<file path="src/adcpm_pkg.sv">
package adcpm_pkg;

	// falling-edge counts, numbered from the chip select falling edge
	localparam int unsigned CNT_W           = 5;
	localparam logic [4:0]  CNT_MAX         = 5'h1F;
	localparam logic [4:0]  PD_LO_EDGE      = 5'h02;
	localparam logic [4:0]  KEEP_EDGE       = 5'h0A;
	localparam logic [4:0]  CHAN_EDGE       = 5'h03;
	localparam logic [4:0]  WAKE_TRACK_EDGE = 5'h05;
	localparam logic [4:0]  TRACK_EDGE      = 5'h0D;
	localparam logic [4:0]  DOUT_END_EDGE   = 5'h10;
	localparam logic [4:0]  FULL_UP_EDGE    = 5'h10;
	localparam logic [4:0]  CONV_EDGES_12   = 5'h10;
	localparam logic [4:0]  CONV_EDGES_10   = 5'h0E;

	// power-up time, rounded up to whole system clocks
	localparam int unsigned CLK_PERIOD_NS   = 10;
	localparam int unsigned POWER_UP_NS     = 1000;
	localparam int unsigned PWR_UP_CYC      = (POWER_UP_NS + CLK_PERIOD_NS - 1) / CLK_PERIOD_NS;
	localparam int unsigned PWR_CNT_W       = 8;

	// reset channel and output word top bit index
	localparam logic        RST_CHAN        = 1'b0;
	localparam logic [3:0]  WORD_TOP        = 4'hF;

	typedef enum logic [1:0] {
		ST_DOWN,
		ST_WAKE,
		ST_NORMAL
	} adcpm_mode_t;

	typedef struct packed {
		logic cs_n;
		logic sclk;
		logic din;
	} adcpm_pins_t;

endpackage

</file>
<file path="src/adcpm_ctrl.sv">
`timescale 1ns/100ps
// Contract
// - mode chosen only by chip select timing
// - rise after tenth: stay powered; abort only if before the last conversion edge
// - rise between second and tenth: power down
// - power-down aborts conversion, releases output
// - rise before second edge keeps normal
// - power-down removes all analog power
// - select fall wakes; needs ten edges
// - dummy conversion; sixteen clocks, next valid
// - early rise during wake returns down
// - analog ready within one microsecond
// - wake: track on fifth falling edge
// - dummy acquires channel chosen in it
// - supply start: hold, track on fifth
// - select fall: hold, drive output, convert
// - only third input bit picks channel
// - word: zeros, channel twice, result; trailing zeros only in 10-bit
module adcpm_ctrl
	import adcpm_pkg::*;
#(
	parameter int unsigned RES_BITS = 12
) (
	input  wire logic        sys_clk_i,
	input  wire logic        resetn_i,
	input  wire logic        cs_n_i,
	input  wire logic        sclk_i,
	input  wire logic        din_i,
	input  wire logic [11:0] conv_data_i,
	output logic             dout_o,
	output logic             dout_oe_o,
	output logic             track_o,
	output logic             acq_chan_o,
	output logic             analog_pwr_o,
	output logic             pwr_ready_o,
	output logic             conv_start_o,
	output logic             conv_done_o,
	output logic             conv_abort_o,
	output logic             dummy_o,
	output logic             mode_down_o
);
	localparam logic [4:0] CONV_EDGES = (RES_BITS == 12) ? CONV_EDGES_12 : CONV_EDGES_10;

	adcpm_pins_t pins_raw;
	adcpm_pins_t pins_s;
	adcpm_pins_t pins_q;

	adcpm_mode_t           mode_q,     mode_d;
	logic [CNT_W-1:0]      cnt_q,      cnt_d;
	logic                  frame_q,    frame_d;
	logic                  dummy_q,    dummy_d;
	logic                  dout_q,     dout_d;
	logic                  oe_q,       oe_d;
	logic                  track_q,    track_d;
	logic                  next_ch_q,  next_ch_d;
	logic                  conv_ch_q,  conv_ch_d;
	logic                  start_q,    start_d;
	logic                  done_q,     done_d;
	logic                  abort_q,    abort_d;
	logic [PWR_CNT_W-1:0]  pwr_cnt_q,  pwr_cnt_d;
	logic                  cs_fall;
	logic                  cs_rise;
	logic                  sclk_fall;
	logic                  sclk_rise;
	logic [CNT_W-1:0]      cnt_inc;
	logic [15:0]           word;

	assign pins_raw.cs_n = cs_n_i;
	assign pins_raw.sclk = sclk_i;
	assign pins_raw.din  = din_i;

	// all three pins come from the master's domain
	adcpm_sync #(
		.WIDTH (3)
	) u_sync (
		.sys_clk_i (sys_clk_i),
		.resetn_i  (resetn_i),
		.async_i   (pins_raw),
		.rst_val_i (3'b100),
		.sync_o    (pins_s)
	);

	assign cs_fall   = pins_q.cs_n & ~pins_s.cs_n;
	assign cs_rise   = ~pins_q.cs_n & pins_s.cs_n;
	assign sclk_fall = pins_q.sclk & ~pins_s.sclk & ~pins_s.cs_n;
	assign sclk_rise = ~pins_q.sclk & pins_s.sclk & ~pins_s.cs_n;
	assign cnt_inc   = (cnt_q == CNT_MAX) ? cnt_q : cnt_q + 5'h01;

	// output word shape depends on the resolution variant
	always_comb
	begin
		if (RES_BITS == 12)
			word = {2'b00, conv_ch_q, conv_ch_q, conv_data_i};
		else
			word = {2'b00, conv_ch_q, conv_ch_q, conv_data_i[11:2], 2'b00};
	end

	always_comb
	begin
		mode_d    = mode_q;
		cnt_d     = cnt_q;
		frame_d   = frame_q;
		dummy_d   = dummy_q;
		dout_d    = dout_q;
		oe_d      = oe_q;
		track_d   = track_q;
		next_ch_d = next_ch_q;
		conv_ch_d = conv_ch_q;
		start_d   = 1'b0;
		done_d    = 1'b0;
		abort_d   = 1'b0;
		if (cs_fall)
		begin
			// mode control comes from chip select alone; din only picks the channel
			cnt_d     = '0;
			frame_d   = 1'b1;
			track_d   = 1'b0;
			oe_d      = 1'b1;
			dout_d    = 1'b0;
			start_d   = 1'b1;
			conv_ch_d = next_ch_q;
			dummy_d   = (mode_q != ST_NORMAL);
			if (mode_q == ST_DOWN)
				mode_d = ST_WAKE;
		end
		else if (cs_rise && frame_q)
		begin
			frame_d = 1'b0;
			oe_d    = 1'b0;
			if (oe_q && cnt_q < CONV_EDGES)
				abort_d = 1'b1;
			unique case (mode_q)
				ST_NORMAL:
					if (cnt_q >= PD_LO_EDGE && cnt_q < KEEP_EDGE)
						mode_d = ST_DOWN;
				ST_WAKE:
					mode_d = (cnt_q >= KEEP_EDGE) ? ST_NORMAL : ST_DOWN;
				ST_DOWN:
					mode_d = ST_DOWN;
			endcase
			// a sleeping part keeps its sampler in hold, even after a failed wake
			if (mode_d == ST_DOWN)
				track_d = 1'b0;
		end
		else if (sclk_fall && frame_q)
		begin
			cnt_d = cnt_inc;
			if (cnt_inc == CHAN_EDGE)
				next_ch_d = pins_s.din;
			if (cnt_inc == WAKE_TRACK_EDGE && dummy_q)
				track_d = 1'b1;
			if (cnt_inc == FULL_UP_EDGE && mode_q == ST_WAKE)
				mode_d = ST_NORMAL;
			if (cnt_inc == CONV_EDGES && !dummy_q && oe_q)
				done_d = 1'b1;
			if (cnt_inc >= DOUT_END_EDGE)
				oe_d = 1'b0;
			else
				dout_d = word[WORD_TOP - cnt_inc[3:0]];
		end
		else if (sclk_rise && frame_q && cnt_q >= TRACK_EDGE)
			track_d = 1'b1;
	end

	// hold the 1 us power-up against a counter; sclk rate does not matter
	always_comb
	begin
		if (mode_q == ST_DOWN && !frame_q)
			pwr_cnt_d = '0;
		else if (pwr_cnt_q < PWR_CNT_W'(PWR_UP_CYC))
			pwr_cnt_d = pwr_cnt_q + 8'h01;
		else
			pwr_cnt_d = pwr_cnt_q;
	end

	always_ff @(posedge sys_clk_i)
	begin
		if (!resetn_i)
		begin
			// either mode is legal at supply start; down plus hold mirrors a cold start
			mode_q    <= ST_DOWN;
			cnt_q     <= '0;
			frame_q   <= 1'b0;
			dummy_q   <= 1'b1;
			dout_q    <= 1'b0;
			oe_q      <= 1'b0;
			track_q   <= 1'b0;
			next_ch_q <= RST_CHAN;
			conv_ch_q <= RST_CHAN;
			start_q   <= 1'b0;
			done_q    <= 1'b0;
			abort_q   <= 1'b0;
			pwr_cnt_q <= '0;
			pins_q    <= 3'b100;
		end
		else
		begin
			mode_q    <= mode_d;
			cnt_q     <= cnt_d;
			frame_q   <= frame_d;
			dummy_q   <= dummy_d;
			dout_q    <= dout_d;
			oe_q      <= oe_d;
			track_q   <= track_d;
			next_ch_q <= next_ch_d;
			conv_ch_q <= conv_ch_d;
			start_q   <= start_d;
			done_q    <= done_d;
			abort_q   <= abort_d;
			pwr_cnt_q <= pwr_cnt_d;
			pins_q    <= pins_s;
		end
	end

	assign dout_o       = dout_q;
	assign dout_oe_o    = oe_q;
	assign track_o      = track_q;
	// a dummy acquires the channel it just selected, not the older one
	assign acq_chan_o   = next_ch_q;
	assign analog_pwr_o = !(mode_q == ST_DOWN && !frame_q);
	assign pwr_ready_o  = (pwr_cnt_q == PWR_CNT_W'(PWR_UP_CYC));
	assign conv_start_o = start_q;
	assign conv_done_o  = done_q;
	assign conv_abort_o = abort_q;
	assign dummy_o      = dummy_q;
	assign mode_down_o  = (mode_q == ST_DOWN);
endmodule

</file>
<file path="src/adcpm_sync.sv">
`timescale 1ns/100ps
module adcpm_sync #(
	parameter int unsigned WIDTH = 3
) (
	input  wire logic             sys_clk_i,
	input  wire logic             resetn_i,
	input  wire logic [WIDTH-1:0] async_i,
	input  wire logic [WIDTH-1:0] rst_val_i,
	output logic      [WIDTH-1:0] sync_o
);
	logic [WIDTH-1:0] meta_q;
	logic [WIDTH-1:0] sync_q;
	logic [WIDTH-1:0] meta_d;
	logic [WIDTH-1:0] sync_d;

	// reset is synchronous, so loading a port value here is legal
	always_comb
	begin
		meta_d = resetn_i ? async_i : rst_val_i;
		sync_d = resetn_i ? meta_q : rst_val_i;
	end

	always_ff @(posedge sys_clk_i)
	begin
		meta_q <= meta_d;
		sync_q <= sync_d;
	end

	assign sync_o = sync_q;
endmodule
</file>
<file path="config.mk">
export PLATFORM = sky130hd
export DESIGN_NAME = adcpm_ctrl
export DESIGN_NICKNAME = d
export VERILOG_FILES = /design/src/adcpm_pkg.sv /design/src/adcpm_ctrl.sv /design/src/adcpm_sync.sv
export SDC_FILE = /design/constraint.sdc
export NUM_CORES = 1
export LEC_CHECK = 0
export ABC_CLOCK_PERIOD_IN_PS = 1800
export BUFFER_PORTS_ARGS = -buffer_cell sky130_fd_sc_hd__buf_2
export CAP_MARGIN = 20
export CORE_MARGIN = 2
export CORE_UTILIZATION = 50
export CTS_CLUSTER_DIAMETER = 60
export DETAILED_ROUTE_END_ITERATION = 6
export GPL_ROUTABILITY_DRIVEN = 0
export PLACE_DENSITY = 0.82
export SYNTH_ARGS = -nofsm -noshare
export SYNTH_HDL_FRONTEND = slang
export SYNTH_SLANG_ARGS = --single-unit
</file>
<file path="constraint.sdc">
create_clock -name sys_clk_i -period 1.8 [get_ports sys_clk_i]
set_input_delay 0.36 -clock sys_clk_i [delete_from_list [all_inputs] [get_ports sys_clk_i]]
set_output_delay 0.36 -clock sys_clk_i [all_outputs]
set_load 0.02 [all_outputs]
</file>
* Word-level counts from Yosys, hierarchy flattened *
Cells that the tools add are included.

word-level totals
  register bits after elaboration = 33
  output and inout bits = 11
  logic and storage cells = 112

cells by class
  $add $sub $neg = 3
  $lt $le $gt $ge = 8
  equal/unequal tests = 11
  multiplexer cells = 27
  bitwise gates (word level) = 15
  reductions and logical operators = 31

operators by type and width
  operator                                                                              count
  2-bit 2-to-1 mux                                                                      9
  1-bit 2-to-1 mux                                                                      15
  3-bit nonzero test                                                                    4
  1-bit logical AND                                                                     11
  5-bit == test (second input constant)                                                 2
  5-bit by 4-bit greater-or-equal comparator with 1-bit output (second input constant)  2
  1-bit inverter                                                                        9
  3-bit AND reduction                                                                   3
  8-bit by 1-bit adder with 8-bit output (second input constant)                        1
  8-bit by 7-bit == test with 1-bit output (second input constant)                      1
  8-bit by 7-bit < comparator with 1-bit output (second input constant)                 1
  1-bit bitwise AND                                                                     6
  2-bit one-hot mux with 3 select lines                                                 1
  5-bit by 1-bit adder with 5-bit output (second input constant)                        1
  5-bit by 2-bit == test with 1-bit output (second input constant)                      1
  5-bit by 3-bit == test with 1-bit output (second input constant)                      1
  5-bit by 2-bit greater-or-equal comparator with 1-bit output (second input constant)  1
  5-bit greater-or-equal comparator (second input constant)                             1
  4-bit by 5-bit < comparator with 1-bit output (second input constant)                 1
  5-bit by 4-bit < comparator with 1-bit output (second input constant)                 1
  5-bit < comparator (second input constant)                                            1
  5-bit 2-to-1 mux                                                                      1
  1-bit binary-select mux with 4-bit select                                             1
  2-bit zero test                                                                       2
  13 further kinds                                                                      18

* Logic depth before layout (Yosys ltp) *
Gate-level depths: netlist of the first run.

  depth in word-level cells = 9
  depth in mapped cells = 8
  mapped depth without buffers = 7

* By module *
Synthesis of the first run repeated with hierarchy kept, for this count alone.

unflattened totals
  cells, all modules = 202
  area total of the unflattened synthesis = 1,798.0 µm²

modules (own cells, without submodules)
  module      instances  cells each  area each (µm²)
  adcpm_ctrl  1          189         1,576.5
  adcpm_sync  1          13          221.5

* Worst setup path after synthesis of the first run *
No wires, ideal clock.

  kind = register to register
  start point = reg cnt_q[0]
  end point = reg dout_q, in the netlist dout_o
  setup time = 0.086 ns
  data arrival time = 1.911 ns
  required time = 1.714 ns
  slack = -0.197 ns
  stages on the path, launching flop included = 9
  buffers on the path = 1
  path through = dfxtp_1 > ha_1 > buf_6 > nand4_4 > xor2_4 > mux2i_1 > a2111oi_2 > a311oi_1 > a211oi_1

on the way
  longest elaborated chain between the ends = 5
  elaborated cells between the ends (all ways) = 9

ends and longest elaborated chain
  item                                                                                  RTL line                              text
  start: declaration                                                                    adcpm_ctrl.sv:49                      logic [CNT_W-1:0] cnt_q, cnt_d;
  start signal: assignment                                                              adcpm_ctrl.sv:199                     cnt_q <= cnt_d;
  5-bit by 1-bit adder with 5-bit output / 5-bit == test (equally long branches)        adcpm_ctrl.sv:87                      assign cnt_inc = (cnt_q == CNT_MAX) ? cnt_q : cnt_q + 5'h01;
  5-bit 2-to-1 mux *                                                                    adcpm_ctrl.sv:87
  4-bit subtractor / 5-bit greater-or-equal comparator (equally long branches)          adcpm_ctrl.sv:159, adcpm_ctrl.sv:156
  1-bit binary-select mux with 4-bit select / 1-bit inverter (equally long branches)    --
  1-bit 2-to-1 mux (implied by the code) / 3-bit AND reduction (equally long branches)  --
  end signal: assignment                                                                adcpm_ctrl.sv:202                     dout_q <= dout_d;
  end: declaration                                                                      adcpm_ctrl.sv:52                      logic dout_q, dout_d;

Every way passes the cells marked *; elsewhere a longest branch is shown, timed or not. The select of a mux whose other input is x is not followed.
A chain may end at the register's enable or synchronous reset.

* Worst setup path in the final report of the first run *
  start point = reg cnt_q[1]
  end point = reg dout_q, in the netlist dout_o

Same word-level chain as after synthesis.

==> results.tsv, run 1 <==
metric	value	unit
hold_viol_final	0	
ios	28	
skew	0.0122	ns
dieArea	3940	µm²
row_count	21	
yosys-top-cells-area	dfxtp_1 (38%), mux2i_1 (5.8%), nor2_1 (4.4%)	
fillCellCount	278	
fp.dieW	62.7	µm
drtPass1Iterations	5	
fin_nets	267	
grt_pass1_wl	6530	µm
dr_total_vias	1606	
grt_usage	21.2	%
cts_sinks	33	
avgViaCountPerCell	5.48	
r2r_setup_slack	-0.12	ns
synth_largest_area_cell	dfxtp_1	
worst_setup_path_end_kind	flop	
first_iter_violations	110	
ys_seq_elements	33	
synth.avg_cell_area	8.85	µm²
holdPathEnd	u_sync.meta_q[2]$_SDFF_PN1_	
finalInstanceArea	2250	µm²
maxCapViolations	0	
core_area	3340	µm²
io_buffers	27	
setup_viol	1	
crit_type	flop to flop	
regToRegEndpoint	dout_o$_SDFFE_PP0P_	
regArea	671	µm²
drc	0	
final_cell_mix	dfxtp_1 (29), buf_2 (27), buf_4 (26)	
h-tree-depth	2	
report.final.slew_viol_count	0	
hold_buffers	0	
holdCritPathClass	input pin to flop	
start_util	51.7	%
grt_overflow	0	
power_density	622	nW/µm²
multiInputGateArea	1070	µm²
syn_to_final_growth	30.5	%
power	1.40	mW
critPathMaxFanout	7	
p_leak	0.944	nW
grt_pass1_vias	1476	
synth_top_flop_cell	dfxtp_1	
die_h	62.7	µm
tns	-0.122	ns
synth_nets	216	
synth_edf_count	0	
synth.yosys.seq_area_share	38.3	%
critical_path_arrival	2.17	ns
netlist_instances	195	
final.period_utilization	107	%
clk_latency	0.34	ns
worstPathRequired	2.05	ns
critPathLaunchType	flop	
cts-root-buf	clkbuf_4	
finalNonFillerCells	293	
clock_tree.buffer_depth	2	
ant_nets	0	
finalWorstSetupSlack	-0.122	ns
numCtsBuffers	5	
min_period	1.92	ns
final_common_cell	dfxtp_1	
grt_max_degree	14	
async_reset_ff_share	0	%
synth_cell_types	49	
fmax	520	MHz
place_area	2040	µm²
dp_slack	-0.0639	ns
reg2reg_from	cnt_q[1]$_SDFFE_PP0P_	
clk_pin_slew_worst_paths	0.10	ns
reg2regPathDepth	8	
routed_wl	4220	µm
worst_pin_slew	0.360	ns
cts_tree	done	
violations	negative setup slack	
wl_per_cell	14.4	µm
hold_depth	2	
dp_hpwl	2790	µm
diodes	0	
dp_cells	280	
antenna_found_initial	0	
status	finished with violations	
drive_gt1_share	32.4	%
synth_warnings	0	
yosysTopAreaCellShare	38.3	%
vdd_drop_max	0.545	mV
syn_area	1730	µm²
rsz0062_at_grt	true	
min_from	cs_n_i	
maxSlewHeadroom	76.0	%
[state kept, by name, indices dropped and copies added, names as in the netlist, 2 cells and up]
signal / count
pwr_cnt_q: 8
cnt_q: 5
u_sync.meta_q: 3
u_sync.sync_o: 3
mode_q: 2
pins_q: 2
[layout make-up]
type	count	share of cell area [%]
Sequential cell	33	29.8
Multi-Input combinational cell	146	47.7
Tap cell	46	2.56
Clock buffer	6	1.83
Clock inverter	2	1.56
Inverter	6	1.00
Timing Repair Buffer	54	15.6
[layer usage]
metal	vias to the layer above	GRT usage, %	share of wire (%)
met3	13	5.41	4.5
met5	-	0	0
met2	51	36.3	49
met1	748	25.1	44
li1	794	-	-
met4	0	8.89	2.7
[synthesized netlist by cell type (5+ instances only)]
library cell and instances:
dfxtp_1 33, nor2_1 20, nand2_1 19, a21oi_1 13
mux2i_1 10, and2_1 8, inv_1 6, nand3_1 6
buf_2 5, nand2b_1 5
[how the worst max path moves through the flow]
stage,startpoint,to,depth (start not counted)
after global placement,cnt_q[1]$_SDFFE_PP0P_,dout_o$_SDFFE_PP0P_,7
final,cnt_q[1]$_SDFFE_PP0P_,dout_o$_SDFFE_PP0P_,8
after global routing,cnt_q[0]$_SDFFE_PP0P_,dout_o$_SDFFE_PP0P_,7
after floorplan,cnt_q[0]$_SDFFE_PP0P_,dout_o$_SDFFE_PP0P_,8
after detailed placement,cnt_q[1]$_SDFFE_PP0P_,dout_o$_SDFFE_PP0P_,7
after CTS,cnt_q[0]$_SDFFE_PP0P_,dout_o$_SDFFE_PP0P_,8
[power by group]
| part | total, mW | switching, mW | internal [mW] |
|---|---|---|---|
| clock network | 0.535 | 0.244 | 0.291 |
| registers | 0.754 | 0.0120 | 0.742 |
| logic | 0.111 | 0.0586 | 0.0527 |
| total | 1.40 | 0.315 | 1.09 |
[through the flow]
stage                     hold WS (ns)  utilization [%]
after detailed placement         0.406             61.2
after CTS                        0.178             65.7
after global placement           0.389             61.2
after floorplan                  0.386                -
final                            0.189             67.5
after global routing             0.177             67.5
[logic make-up (layout without fill, tap and decap cells)]
logic type | Yosys count | after routing | share of synthesized area, %
and+or+nand+nor | 87 | 87 | 27.4
AOI/OAI and AO/OA | 38 | 38 | 16.0
DFF | 33 | 33 | 38.3
buffers and inverters | 16 | 68 | 4.71
muxes | 11 | 11 | 6.60
xor gates and xnor gates | 6 | 6 | 4.13
adders and majority gates | 4 | 4 | 2.90
[what timing repair did]
item	4_1_cts	5_1_grt
resized for setup	4	11
setup endpoints to repair	2	4
setup buffers	5	0
hold endpoints to repair	0	0
pin swaps	2	4
gates cloned	0	0
[critical path, stage by stage (launching register included)]
cell and delay [ns]:
dfxtp_4 0.37, ha_4 0.18, buf_12 0.13, nor2b_1 0.16, a21oi_1 0.10, o22a_1 0.22
a2111oi_4 0.33, a311oi_2 0.09, a211oi_1 0.25
No activity file was read; power rests on OpenSTA's default activity.
==> run 2: changes to the inputs <==
- ABC_AREA: not set -> 1
==> run 2 against run 1 <==
The run now ends clean. Sequential power barely moved. Fmax up 14%. First-iteration DRC count shrank 24%. Total power fell by 9.9%. Critical endpoint is now pwr_ready_o. Sequential share of layout area up 3.7 points. Largest cell class unchanged. Routed wire length down 15%. Die area decreased by 0.68%. Flip-flop and latch count unchanged. Via count up 5.9%.
==> results.tsv, run 2 <==
metric	value	unit
final_common_cell	nand2_1	
crit_type	flop to output pin	
avgViaCountPerCell	5.04	
critPathMaxFanout	4	
drtPass1Iterations	4	
async_reset_ff_share	0	%
p_int	0.966	mW
grt_pass1_vias	1513	
reg.largest.list	pwr_cnt_q x8, cnt_q x5	
report.final.slew_viol_count	0	
synth.avg_cell_area	6.69	µm²
p_leak	1.01	nW
r2r_setup_slack	0.18	ns
row_count	21	
skew	0.00980	ns
dp_hpwl	2760	µm
cts_setup_buffers	0	
vdd_drop_max	0.380	mV
routed_wl	3600	µm
syn_to_final_growth	15.8	%
holdCritPathClass	input pin to flop	
fmax	595	MHz
worstPathRequired	1.44	ns
maxCapViolations	0	
numCtsBuffers	5	
ios	28	
dr_total_vias	1700	
grt_pass1_wl	6350	µm
drive_gt1_share	20.6	%
ant_nets	0	
reg2reg_from	cnt_q[0]$_SDFFE_PP0P_	
cts_sinks	33	
dieArea	3910	µm²
yosys-top-cells-area	dfxtp_1 (39%), nand2_1 (13%), inv_1 (9.9%)	
fp.dieW	62.5	µm
maxSlewHeadroom	79.2	%
place_area	1920	µm²
clk_latency	0.33	ns
clock_tree.buffer_depth	2	
grt_max_degree	12	
synth_warnings	0	
clk_pin_slew_worst_paths	0.09	ns
tns	0	ns
wl_per_cell	10.7	µm
hold_viol_final	0	
first_iter_violations	84	
drc	0	
core_area	3310	µm²
synth_nets	277	
synth_top_flop_cell	dfxtp_1	
hold_buffers	0	
critPathLaunchType	flop	
fillCellCount	322	
finalInstanceArea	1980	µm²
worstSetupEndpoint	pwr_ready_o	
diodes	0	
critical_path_arrival	1.32	ns
status	finished clean	
p_switching	0.296	mW
fin_nets	312	
h-tree-depth	2	
regToRegEndpoint	mode_q[0]$_SDFFE_PN0P_	
netlist_instances	256	
grt_usage	20.0	%
p_clk_share	32.8	%
syn_area	1710	µm²
top_register	pwr_cnt_q	
antenna_found_initial	0	
start_util	51.7	%
ys_seq_elements	33	
synth_cell_types	28	
synth.yosys.seq_area_share	38.6	%
power_density	636	nW/µm²
min_period	1.68	ns
worst_pin_slew	0.309	ns
synth_largest_area_cell	dfxtp_1	
reg2regPathDepth	10	
synthTopCellsByCount	nand2_1 (60), inv_1 (45), dfxtp_1 (33)	
setup_viol	0	
yosysMostFrequentCell	nand2_1	
hold_slack	0.216	ns
power	1.26	mW
cts_tree	done	
pwr-share-comb	7.3	%
cts-root-buf	clkbuf_4	
die_h	62.5	µm
rsz0062_at_grt	false	
synth_edf_count	0	
largest_reg_flops	8	
seqPwrFrac	59.9	%
grt_overflow	0	
io_buffers	27	
final.period_utilization	93.4	%
final_cell_mix	nand2_1 (60), inv_1 (45), nand3_1 (30), dfxtp_1 (30), buf_2 (27)	
worst_setup_path_end_kind	output pin	
switching_share	23.4	%
startpoint	pwr_cnt_q[0]$_SDFFE_PP0N_	
yosysTopAreaCellShare	38.6	%
==> run 2: cell types whose count changed after synthesis, sizes merged, moves of 5 or more <==
cell,previous run,this run
nand2,19,64
inv,6,49
nand3,6,31
o21ai,3,16
mux2i,11,0
and2,8,0
buf,7,2
==> run 2: logic make-up after synthesis <==
family                   count (synthesis)  share of synthesized area, %
adder cells (fa/ha/maj)                  4                          2.92
buffers and inverters                   52                          11.5
AND/OR/NAND/NOR                        134                          36.2
AO/OA/AOI/OAI                           33                          10.7
flip-flops                              33                          38.6
==> run 2: how the worst min path moves through the flow <==
stage | start | end | slack, ns | depth (start not counted)
global placement | u_sync.meta_q[0]$_SDFF_PN0_ | u_sync.sync_o[0]$_SDFF_PN0_ | 0.39 | 2
CTS | sclk_i | u_sync.meta_q[1]$_SDFF_PN0_ | 0.20 | 3
floorplan | u_sync.meta_q[0]$_SDFF_PN0_ | u_sync.sync_o[0]$_SDFF_PN0_ | 0.39 | 2
finish | sclk_i | u_sync.meta_q[1]$_SDFF_PN0_ | 0.22 | 3
detailed placement | u_sync.meta_q[0]$_SDFF_PN0_ | u_sync.sync_o[0]$_SDFF_PN0_ | 0.40 | 2
global route | cs_n_i | u_sync.meta_q[2]$_SDFF_PN1_ | 0.22 | 2
==> run 2: per-layer routing <==
layer  routed length, µm  track usage [%]  vias to the layer above  share of wire, %
li1                    -                -                      885                 -
met1                1600             24.4                      732                44
met2                1660             33.9                       77                46
met3                 300             5.59                        6               8.3
met4                  44             6.67                        0               1.2
met5                   0                0                        -                 0
==> run 2: per-stage QoR <==
| step | utilization, % | instances | setup WS, ns |
|---|---|---|---|
| after global routing | 59.9 | 337 | 0.00480 |
| after detailed placement | 58.0 | 330 | 0.0976 |
| after floorplan | - | 256 | 0.228 |
| after CTS | 59.7 | 337 | 0.0842 |
| after global placement | 58.0 | 330 | 0.161 |
| final | 59.9 | 337 | 0.118 |
==> run 2: critical path, cell delays in order, from the launching register on <==
cell and delay (ns):
dfxtp_2 0.34, inv_1 0.08, ha_1 0.15, nand3_1 0.08
nor4_1 0.15, buf_2 0.20
==> run 2: area by class of cell <==
class / instances / area [µm²] / area share (%)
flip-flops and latches: 33 / 664 / 33.5
inverters: 49 / 184 / 9.27
multi-input cells: 171 / 857 / 43.2
repair buffers: 31 / 165 / 8.33
clock buffers: 7 / 55.1 / 2.78
well taps: 46 / 57.6 / 2.90
==> run 2: what timing repair did <==
action                                  4_1_cts  5_1_grt
resized for setup                             0        4
endpoints found under the hold margin         0        0
endpoints found under the setup margin        0        5
==> run 2: power by group through the flow <==
stage	clock network, mW	logic [mW]	registers (mW)
final	0.414	0.0925	0.756
after global placement	0	0.0908	0.772
after CTS	0.430	0.0933	0.756
after global routing	0.463	0.106	0.758
after floorplan	0	0.0515	0.773
after detailed placement	0	0.0925	0.773
==> run 3: changes to the inputs <==
- CTS_BUF_LIST: not set -> sky130_fd_sc_hd__clkbuf_16
==> run 3 against run 2 <==
Clock-buffer cell count is 2 lower. Highest routed layer unchanged. Largest power group is now clock. Clock power is 85% higher. Critical path type unchanged. Largest cell class unchanged. Utilization grew 2.3 points. Sequential power about the same. Via count fell by 1.4%.
==> results.tsv, run 3 (synthesized netlist as in run 2, its figures left out) <==
metric	value	unit
status	finished clean	
p_int	1.28	mW
finalWorstSetupSlack	0.179	ns
p_switching	0.338	mW
grt_overflow	0	
pwr-share-comb	5.7	%
seqPwrFrac	46.9	%
drc	0	
cts_tree	done	
cts_sinks	33	
ios	28	
grt_pass1_wl	6540	µm
worstPathRequired	1.44	ns
cp_num_buf_inv	2	
fillCellCount	313	
power_density	784	nW/µm²
maxSlewHeadroom	78.5	%
p_clk_share	47.3	%
numCtsBuffers	5	
drive_gt1_share	19.9	%
critPathLaunchType	flop	
maxCapViolations	0	
cts-root-buf	clkbuf_16	
dp_hpwl	2760	µm
skew	0.00436	ns
critical_path_arrival	1.26	ns
avgViaCountPerCell	4.98	
setup_viol	0	
die_h	62.5	µm
first_iter_violations	101	
min_period	1.62	ns
drtPass1Iterations	4	
dieArea	3910	µm²
final.period_utilization	90.1	%
rsz0062_at_grt	false	
routed_wl	3710	µm
syn_to_final_growth	20.2	%
clk_pin_slew_worst_paths	0.05	ns
largest_reg_flops	8	
final_common_cell	nand2_1	
final_cell_mix	nand2_1 (60), inv_1 (46), dfxtp_1 (31)	
io_buffers	27	
startpoint	pwr_cnt_q[0]$_SDFFE_PP0N_	
row_count	21	
top_register	pwr_cnt_q	
slowest_stage	dfxtp_1	
crit_family	flip-flops	
reg2reg_from	cnt_q[0]$_SDFFE_PP0P_	
fp.dieW	62.5	µm
worst_pin_slew	0.321	ns
fin_nets	312	
report.final.slew_viol_count	0	
vdd_drop_max	0.565	mV
cts_setup_buffers	0	
start_util	51.7	%
holdCritPathClass	input pin to flop	
core_area	3310	µm²
clk_latency	0.27	ns
worst_setup_path_end_kind	output pin	
crit_type	flop to output pin	
grt_usage	21.0	%
cp_cell_sequence	inv_1, ha_1, nand3_1, nor4_1, buf_2	
clock_tree.buffer_depth	2	
hold_viol_final	0	
min_from	sclk_i	
hold_slack	0.270	ns
ant_nets	0	
antenna_found_initial	0	
wl_per_cell	11.0	µm
diodes	0	
dp_slack	0.0976	ns
multiInputGateArea	857	µm²
h-tree-depth	2	
grt_max_degree	12	
fmax	617	MHz
worst_path_largest_cell_delay	0.33	ns
grt_pass1_vias	1522	
critPathMaxFanout	4	
p_leak	1.05	nW
switching_share	21.0	%
reg.largest.list	pwr_cnt_q x8, cnt_q x5	
dr_total_vias	1677	
regArea	663	µm²
tns	0	ns
run 3: repair_timing:
action / CTS / global route
resized for setup: 0 / 3
hold buffers: 0 / 0
setup endpoints to repair: 0 / 4
run 3: routing by layer:
layer	vias to the layer above	wire length (µm)	GRT usage, %
met5	-	0	0
met4	0	50	7.22
met3	7	227	8.11
met2	49	1730	34.9
met1	733	1700	24.7
li1	888	-	-
run 3: area by class of cell:
cell class / count / area share [%]
timing repair buffer: 31 / 8.02
clock buffer: 5 / 6.08
inverter: 49 / 8.93
tap: 46 / 2.79
multi-input combinational: 171 / 41.6
sequential: 33 / 32.2
clock inverter: 2 / 0.365
run 3: final timing paths:
kind                                                    end  slack (ns)  cells after the start
worst max-delay path                            pwr_ready_o        0.18                      5
worst min-delay path            u_sync.meta_q[1]$_SDFF_PN0_        0.27                      3
worst max register to register       mode_q[0]$_SDFFE_PN0P_        0.18                     10
worst min register to register  u_sync.sync_o[1]$_SDFF_PN0_        0.41                      2
run 3: per-stage QoR:
stage / util [%] / std cells / total power, mW / area, µm²
after CTS: 62.1 / 337 / 1.63 / 2050
after global routing: 62.2 / 337 / 1.69 / 2060
after global placement: 58.0 / 330 / 0.863 / 1920
after detailed placement: 58.0 / 330 / 0.865 / 1920
after floorplan: - / 256 / 0.824 / 1710
final: 62.2 / 337 / 1.62 / 2060
run 3: power by group through the flow:
| stage | combinational (mW) | sequential, mW | clock [mW] |
|---|---|---|---|
| floorplan | 0.0515 | 0.773 | 0 |
| global placement | 0.0908 | 0.772 | 0 |
| detailed placement | 0.0925 | 0.773 | 0 |
| CTS | 0.0935 | 0.758 | 0.779 |
| global route | 0.106 | 0.759 | 0.829 |
| finish | 0.0926 | 0.758 | 0.765 |
run 3: worst min-delay path, delay by kind of cell:
kind	cells	cell delay, ns
buf+inv	2	0.11
simple gates	1	0.04
